## src/core/dac_ctl_pkg.sv

```systemverilog
// package for the converter control block: register map, field layout,
// reset values, reference selector codes and the bus carrier structs.
// assumes an apb master with 32-bit data and byte addressing.
package dac_ctl_pkg;

  // register byte addresses (offsets are multiples of four: index*4)
  localparam logic [11:0] CTRL_INDEX   = 12'hF2E;
  localparam logic [11:0] LEVEL_INDEX  = 12'hF2F;
  localparam logic [13:0] CTRL_ADDR    = {CTRL_INDEX, 2'h0};
  localparam logic [13:0] LEVEL_ADDR   = {LEVEL_INDEX, 2'h0};
  localparam int          ADDR_W       = 14;

  // control field positions
  localparam int ENABLE_BIT    = 7;
  localparam int PIN_A_BIT     = 5;
  localparam int PIN_B_BIT     = 4;
  localparam int POS_REF_LO    = 2;
  localparam int NEG_REF_BIT   = 0;

  // implemented bit masks and reset values
  localparam logic [7:0] CTRL_MASK   = 8'hBD;
  localparam logic [7:0] LEVEL_MASK  = 8'h1F;
  localparam logic [7:0] CTRL_RESET  = 8'h00;
  localparam logic [4:0] LEVEL_RESET = 5'h00;
  localparam int         LEVEL_COUNT = 32;

  // positive reference selector codes
  typedef enum logic [1:0] {
    POS_SUPPLY = 2'h0,
    POS_EXT    = 2'h1,
    POS_FIXED  = 2'h2,
    POS_RSVD   = 2'h3
  } pos_ref_t;

  // apb request from the master
  typedef struct packed {
    logic              psel;
    logic              penable;
    logic              pwrite;
    logic [ADDR_W-1:0] paddr;
    logic [31:0]       pwdata;
  } apb_req_t;

  // apb answer to the master
  typedef struct packed {
    logic        pready;
    logic        pslverr;
    logic [31:0] prdata;
  } apb_rsp_t;

  // decoded converter settings
  typedef struct packed {
    logic     enable;
    logic     pin_a;
    logic     pin_b;
    pos_ref_t pos_ref;
    logic     neg_ref;
    logic [4:0] level;
  } dac_cfg_t;

endpackage

```

## src/core/dac_control_registers.sv

```systemverilog
// apb register block controlling a 5-bit voltage-output converter.
// assumes a single apb master on ref_clk, synchronous pin inputs.
//
// Summary of operation
// - control bit 7 turns the converter on when 1, off when 0
// - control bit 5 routes the converter level to pin a
// - control bit 4 routes the level to pin b, independent of bit 5
// - control bits 3:2 pick positive reference; 11 is reserved
// - control bit 0 picks external negative reference, else ground
// - control register at index F2E, implemented bits rw, reset 0
// - level register at index F2F holds the 5-bit code in 4:0
// - code chooses one of 32 levels between the two references
// - reset disables converter, frees both pins, clears the code
// - reading a pin that carries the analog level returns 0
`timescale 1ns/1ns
module dac_control_registers
  import dac_ctl_pkg::*;
(
  input  wire logic                 ref_clk,    // system clock 125 MHz
  input  wire logic                 rst_b,      // async reset, low
  input  wire dac_ctl_pkg::apb_req_t apb_req,   // apb request
  output dac_ctl_pkg::apb_rsp_t     apb_rsp,    // apb answer
  input  wire logic                 pin_a_in,   // digital pin a input
  input  wire logic                 pin_b_in,   // digital pin b input
  output dac_ctl_pkg::dac_cfg_t     dac_cfg,    // settings to ladder
  output logic [4:0]                level_tap,  // active ladder tap
  output logic                      pin_a_read, // pin a digital value
  output logic                      pin_b_read, // pin b digital value
  output logic                      pin_a_dis,  // pin a driver off
  output logic                      pin_b_dis   // pin b driver off
);
  import dac_ctl_pkg::*;

  // whole module state
  typedef struct packed {
    logic [7:0]  ctrl_reg;
    logic [4:0]  level_reg;
    logic [31:0] rdata_reg;
  } state_t;

  state_t state_reg;
  state_t state_next;
  logic   access;
  logic   hit_ctrl;
  logic   hit_level;

  // match a byte address against a register address
  function automatic logic addr_hit(input logic [ADDR_W-1:0] a,
                                    input logic [ADDR_W-1:0] r);
    addr_hit = (a == r);
  endfunction

  assign access    = apb_req.psel && apb_req.penable;
  assign hit_ctrl  = addr_hit(apb_req.paddr, CTRL_ADDR);
  assign hit_level = addr_hit(apb_req.paddr, LEVEL_ADDR);

  // next state: write on the access edge, read data captured in setup
  always_comb begin
    state_next = state_reg;
    if (access && apb_req.pwrite && hit_ctrl) begin
      state_next.ctrl_reg = apb_req.pwdata[7:0] & CTRL_MASK;
    end
    if (access && apb_req.pwrite && hit_level) begin
      state_next.level_reg = apb_req.pwdata[4:0];
    end
    if (apb_req.psel && !apb_req.penable) begin
      if (hit_ctrl) begin
        state_next.rdata_reg = {24'h000000, state_reg.ctrl_reg};
      end else if (hit_level) begin
        state_next.rdata_reg = {27'h0000000, state_reg.level_reg};
      end else begin
        state_next.rdata_reg = 32'h00000000;
      end
    end
  end

  // state register; reset clears every control bit and the code
  always_ff @(posedge ref_clk or negedge rst_b) begin
    if (!rst_b) begin
      state_reg <= '{ctrl_reg: CTRL_RESET, level_reg: LEVEL_RESET,
                     rdata_reg: 32'h00000000};
    end else begin
      state_reg <= state_next;
    end
  end

  // apb answer: zero wait states, unmapped address gives pslverr;
  // one driver for the whole struct, field-wise drivers are not portable
  assign apb_rsp = '{pready:  1'b1,
                     pslverr: access && !(hit_ctrl || hit_level),
                     prdata:  state_reg.rdata_reg};

  // decoded settings to the analog side
  assign dac_cfg = '{
    enable:  state_reg.ctrl_reg[ENABLE_BIT],
    pin_a:   state_reg.ctrl_reg[PIN_A_BIT],
    pin_b:   state_reg.ctrl_reg[PIN_B_BIT],
    pos_ref: pos_ref_t'(state_reg.ctrl_reg[POS_REF_LO +: 2]),
    neg_ref: state_reg.ctrl_reg[NEG_REF_BIT],
    level:   state_reg.level_reg
  };

  // ladder tap: code/32 of the span above the negative reference;
  // held at the bottom tap while disabled so the ladder draws no step
  assign level_tap = dac_cfg.enable ? state_reg.level_reg
                                    : LEVEL_RESET;

  // pin a gating
  dac_pin_gate pin_a_gate (
    .connect   (dac_cfg.pin_a),
    .pin_in    (pin_a_in),
    .pin_read  (pin_a_read),
    .drive_off (pin_a_dis)
  );

  // pin b gating, independent of pin a
  dac_pin_gate pin_b_gate (
    .connect   (dac_cfg.pin_b),
    .pin_in    (pin_b_in),
    .pin_read  (pin_b_read),
    .drive_off (pin_b_dis)
  );

  // bus side: a write lands on the access edge, so it shows one edge later
  ctrl_write_a: assert property (
    @(posedge ref_clk) disable iff (!rst_b)
    access && apb_req.pwrite && hit_ctrl |=>
      dac_cfg.enable == $past(apb_req.pwdata[7]))
    else $error("enable did not follow control write");

  pin_indep_a: assert property (
    @(posedge ref_clk) disable iff (!rst_b)
    access && apb_req.pwrite && hit_ctrl |=>
      dac_cfg.pin_a == $past(apb_req.pwdata[5]) &&
      dac_cfg.pin_b == $past(apb_req.pwdata[4]))
    else $error("pin connect bits wrong after write");

  ref_select_a: assert property (
    @(posedge ref_clk) disable iff (!rst_b)
    access && apb_req.pwrite && hit_ctrl |=>
      dac_cfg.pos_ref == $past(apb_req.pwdata[3:2]) &&
      dac_cfg.neg_ref == $past(apb_req.pwdata[0]))
    else $error("reference select wrong after write");

  level_write_a: assert property (
    @(posedge ref_clk) disable iff (!rst_b)
    access && apb_req.pwrite && hit_level |=>
      dac_cfg.level == $past(apb_req.pwdata[4:0]))
    else $error("level code did not follow write");

  unused_zero_a: assert property (
    @(posedge ref_clk) disable iff (!rst_b)
    access && !apb_req.pwrite && hit_ctrl |->
      apb_rsp.prdata[6] == 1'b0 && apb_rsp.prdata[1] == 1'b0 &&
      apb_rsp.prdata[31:8] == 24'h000000)
    else $error("unimplemented bit read nonzero");

  read_ctrl_a: assert property (
    @(posedge ref_clk) disable iff (!rst_b)
    apb_req.psel && !apb_req.penable && hit_ctrl ##1
      access && !apb_req.pwrite |->
      apb_rsp.prdata[7:0] == $past(state_reg.ctrl_reg))
    else $error("control read value wrong");

  level_read_a: assert property (
    @(posedge ref_clk) disable iff (!rst_b)
    apb_req.psel && !apb_req.penable && hit_level ##1
      access && !apb_req.pwrite |->
      apb_rsp.prdata == {27'h0000000, $past(state_reg.level_reg)})
    else $error("level read value wrong");

  unmapped_read_a: assert property (
    @(posedge ref_clk) disable iff (!rst_b)
    apb_req.psel && !apb_req.penable && !(hit_ctrl || hit_level) ##1
      access && !apb_req.pwrite |->
      apb_rsp.prdata == 32'h00000000)
    else $error("unmapped read nonzero");

  regs_hold_a: assert property (
    @(posedge ref_clk) disable iff (!rst_b)
    !(access && apb_req.pwrite && (hit_ctrl || hit_level)) |=>
      $stable(state_reg.ctrl_reg) && $stable(state_reg.level_reg))
    else $error("register changed without a mapped write");

  zero_wait_a: assert property (
    @(posedge ref_clk) disable iff (!rst_b)
    apb_req.psel |-> apb_rsp.pready)
    else $error("ready low during a transfer");

  // converter and pin side
  tap_gate_a: assert property (
    @(posedge ref_clk) disable iff (!rst_b)
    !dac_cfg.enable |-> level_tap == 5'h00)
    else $error("tap moved while disabled");

  tap_follow_a: assert property (
    @(posedge ref_clk) disable iff (!rst_b)
    dac_cfg.enable |-> level_tap == dac_cfg.level)
    else $error("tap differs from level code");

  pin_read_a: assert property (
    @(posedge ref_clk) disable iff (!rst_b)
    dac_cfg.pin_a || dac_cfg.pin_b |->
      !(dac_cfg.pin_a && pin_a_read) && !(dac_cfg.pin_b && pin_b_read))
    else $error("analog pin read nonzero");

  pin_a_free_a: assert property (
    @(posedge ref_clk) disable iff (!rst_b)
    !dac_cfg.pin_a |-> pin_a_read == pin_a_in && !pin_a_dis)
    else $error("free pin a not passed through");

  pin_b_free_a: assert property (
    @(posedge ref_clk) disable iff (!rst_b)
    !dac_cfg.pin_b |-> pin_b_read == pin_b_in && !pin_b_dis)
    else $error("free pin b not passed through");

  reset_clear_a: assert property (
    @(posedge ref_clk)
    !rst_b ##1 !rst_b |->
      {dac_cfg, level_tap} == 16'h0000 && !pin_a_dis && !pin_b_dis &&
      apb_rsp.prdata == 32'h00000000)
    else $error("state not cleared in reset");

endmodule // dac_control_registers

```

## src/core/dac_pin_gate.sv

```systemverilog
// pin gating for one converter output pin: when the pin carries the
// analog level the digital path is overridden.
// assumes pin_in is synchronous to ref_clk.
`timescale 1ns/1ns
module dac_pin_gate (
  input  wire logic connect,   // analog level routed to this pin
  input  wire logic pin_in,    // raw digital pin input
  output logic      pin_read,  // value seen by digital readers
  output logic      drive_off  // force digital output buffer off
);
  // analog pin reads as zero and the digital driver is released
  assign pin_read  = connect ? 1'b0 : pin_in;
  assign drive_off = connect;
endmodule // dac_pin_gate

```

## config.mk

```make
export PLATFORM = sky130hd
export DESIGN_NAME = dac_control_registers
export DESIGN_NICKNAME = d
export VERILOG_FILES = /design/src/core/dac_ctl_pkg.sv /design/src/core/dac_control_registers.sv /design/src/core/dac_pin_gate.sv
export SDC_FILE = /design/constraint.sdc
export NUM_CORES = 1
export LEC_CHECK = 0
export BUFFER_PORTS_ARGS = -buffer_cell sky130_fd_sc_hd__buf_2
export CAP_MARGIN = 25
export CORE_MARGIN = 4
export CORE_UTILIZATION = 25
export DETAILED_ROUTE_END_ITERATION = 16
export GPL_TIMING_DRIVEN = 0
export RECOVER_POWER = 50
export SYNTH_ARGS = -nofsm -noshare
export SYNTH_HDL_FRONTEND = slang
export SYNTH_HIERARCHICAL = 1
export SYNTH_SLANG_ARGS = --single-unit
```

## constraint.sdc

```tcl
create_clock -name ref_clk -period 1.8 [get_ports ref_clk]
set_input_delay 0.36 -clock ref_clk [delete_from_list [all_inputs] [get_ports ref_clk]]
set_output_delay 0.36 -clock ref_clk [all_outputs]
set_load 0.005 [all_outputs]
```

==> impl_metrics.ini <==
[timing]
finalHoldViolations = 0
fin_skew_ns = 0.00433
setup_viol_count_final = 0
worst_pin_slew_ns = 0.958
finalCriticalPeriod_ns = 1.75
fmaxAchievable_ghz = 0.571
slew_headroom_pct = 36.1
timing.final.crit_share_pct = 97.3
slew_violations = 0
rsz0062_at_grt = false
worst_slack_ns = 0.0479

[route]
drc = 0
drt-initial-drc-count = 32
ant_nets = 0
wl_per_cell_um = 10.8
firstDrtPassIters = 4
routed_wirelength_mm = 2.61
via_per_inst = 3.73
route.vias.total = 899

[placed_design]
pre_cts_ws_ns = -0.210
dpl.hpwl_mm = 2.14
port-buffer-count = 54
gp_congestion = 0.730

[power_and_ir_drop]
ir_worst_vdd_mv = 0.435
p_per_area_mw_per_mm2 = 527
power_leakage_nw = 0.940

[synthesis]
synth_area_mm2 = 0.00112
yosysSeqAreaShare_pct = 40.3
synth-simple-area-share_pct = 19.9
synth_area_per_cell_um2 = 10.7
synthArstFlopShare_pct = 100
synth.area.mux_share_pct = 14.7
synth_seq_cells = 18
ys_warn_count = 6
synth_cell_types = 24
ys_dominant_reg_cell = dfrtp_1
synth_compound_area_share_pct = 4.03
synth_cells = 104
synth_adder_area_share_pct = 0
synth_top_family_by_area = buffers and inverters
synth_xor_area_share_pct = 0
synth-edff-count = 0

[global_route]
grt_pass1_wl_mm = 3.74
grt_max_degree = 19
grt_pass1_vias = 793
gr-total-overflow = 0
track_usage_pct = 9.02
antenna_found_initial = 0

[worst_hold_path]
hp-class = primary input to asynchronous set/reset pin

[clock_network]
cts_tree = done
numCtsBuffers = 3
ctsHoldBuffers = 0
cts.sinks = 18
clk_pin_slew_ns = 0.07
clock_path_buffers = 2
clk_latency_ns = 0.25
h-tree-depth = 1
clock-root-buffer = clkbuf_8

[flow_run]
maxCapViolations = 0

[cells_and_area]
utilization_pct = 37.1
fin_nets = 243
nFillCells = 468
insertedDiodeCount = 0
drive_gt1_share_pct = 54.0
area_growth_pct = 44.7
multi_input_area_um2 = 532
final-seq-area_um2 = 450

[floorplanning]
coreArea_mm2 = 0.00435
dieHeight_um = 74.9
start_util_pct = 25.7
pin_count = 107
die_area_mm2 = 0.00560
die_w_um = 74.9
placementRows = 24

[status]
status = completed

[worst_setup_path]
critical_path.max_fanout = 3
endpoint_kind = output pin
critical_path.startpoint_type = primary input
critPathKind = primary input to output pin
arrival_ns = 1.39
cp.required_ns = 1.44
flip-flops by register name, summed over array words and instances (netlist names):
register / count
apb_rsp: 7
dac_cfg: 11
where the power goes:
part	leakage, nW	internal, mW	switching (mW)
Combinational	0.659	0.0673	0.0536
Sequential	0.252	0.405	0.000100
Clock	0.0288	0.194	0.132
Total	0.940	0.666	0.186
what timing repair did:
item | in CTS | in global routing
endpoints found under the setup margin | 1 | 5
buffers inserted | 2 | 2
pin swaps | 2 | 2
resized for setup | 1 | 0
layout make-up:
cell class | count | area share, %
Sequential cell | 18 | 27.9
Buffer | 30 | 13.5
Timing Repair Buffer | 58 | 18.0
Multi-Input combinational cell | 78 | 32.9
Clock buffer | 4 | 3.41
Inverter | 1 | 0.232
Tap cell | 52 | 4.02
stage by stage:
| stage | setup TNS, ns | power [mW] | instances | hold slack (ns) | area [um2] |
|---|---|---|---|---|---|
| 3_3_place_gp | -1.80 | 0.531 | 234 | 0.314 | 1540 |
| 6_report | 0 | 0.852 | 241 | 0.233 | 1620 |
| 5_1_grt | 0 | 0.904 | 241 | 0.318 | 1620 |
| 4_1_cts | 0 | 0.871 | 239 | 0.0344 | 1610 |
| 2_1_floorplan | 0 | 0.488 | 128 | 0.0644 | 1210 |
| 3_5_place_dp | -1.69 | 0.532 | 234 | 0.315 | 1540 |
worst max-delay path: stages:
cell     delay, ns
buf_2         0.09
and4b_1       0.28
nand4_4       0.08
or2_4         0.27
and3_1        0.18
buf_2         0.12
placed cells by master, fill, tap and decap left out:
cell	n
and2_1	5
and3_1	1
and4b_1	1
buf_1	1
buf_2	48
buf_4	32
clkbuf_1	7
clkbuf_8	4
conb_1	26
dfrtp_1	18
inv_1	1
mux2_2	11
mux2i_1	4
nand2_1	9
nand2b_1	1
nand3_1	2
nand4_1	1
nand4_4	1
nor2_1	2
nor2b_1	1
nor2b_4	2
nor4_4	2
o21ai_0	3
o31ai_1	4
or2_4	1
or3_2	1
worst paths after layout:
path | start | to | slack [ns] | cells after the start
worst min register to register | apb_rsp[5] | apb_rsp[5] | 0.47 | 2
worst max-delay path | apb_req[38] | apb_rsp[32] | 0.05 | 6
worst min-delay path | rst_b | apb_rsp[0] | 0.23 | 1
max in group asynchronous | rst_b | dac_cfg[8] | 0.98 | 1
min in group ref_clk | apb_req[7] | dac_cfg[10] | 0.34 | 2
worst max register to register | dac_cfg[10] | dac_cfg[10] | 0.92 | 1
cells by family after synthesis:
logic type      count (synthesis)
simple gates                   30
compound gates                  7
mux                            15
buf+inv                        32
flops                          18
other cells                     2
cell usage after synthesis (2+ instances only):
cell / number / area share [%]
and2_1: 5 / 2.8
buf_2: 2 / 0.90
buf_4: 28 / 19
conb_1: 2 / 0.67
dfrtp_1: 18 / 40
mux2_2: 11 / 11
mux2i_1: 4 / 3.6
nand2_1: 9 / 3.0
nand3_1: 2 / 0.90
nor2_1: 2 / 0.67
nor2b_4: 2 / 2.5
nor4_4: 2 / 3.8
o21ai_0: 3 / 1.3
o31ai_1: 4 / 2.7
metal layers:
metal | track usage (%) | vias to the layer above | part of all wire, %
met4 | 1.78 | 0 | 0.42
li1 | - | 465 | -
met2 | 15.9 | 35 | 52
met3 | 3.60 | 2 | 10
met5 | 0 | - | 0
met1 | 10.4 | 397 | 37
Note: power is estimated with default switching activity, not from simulation.
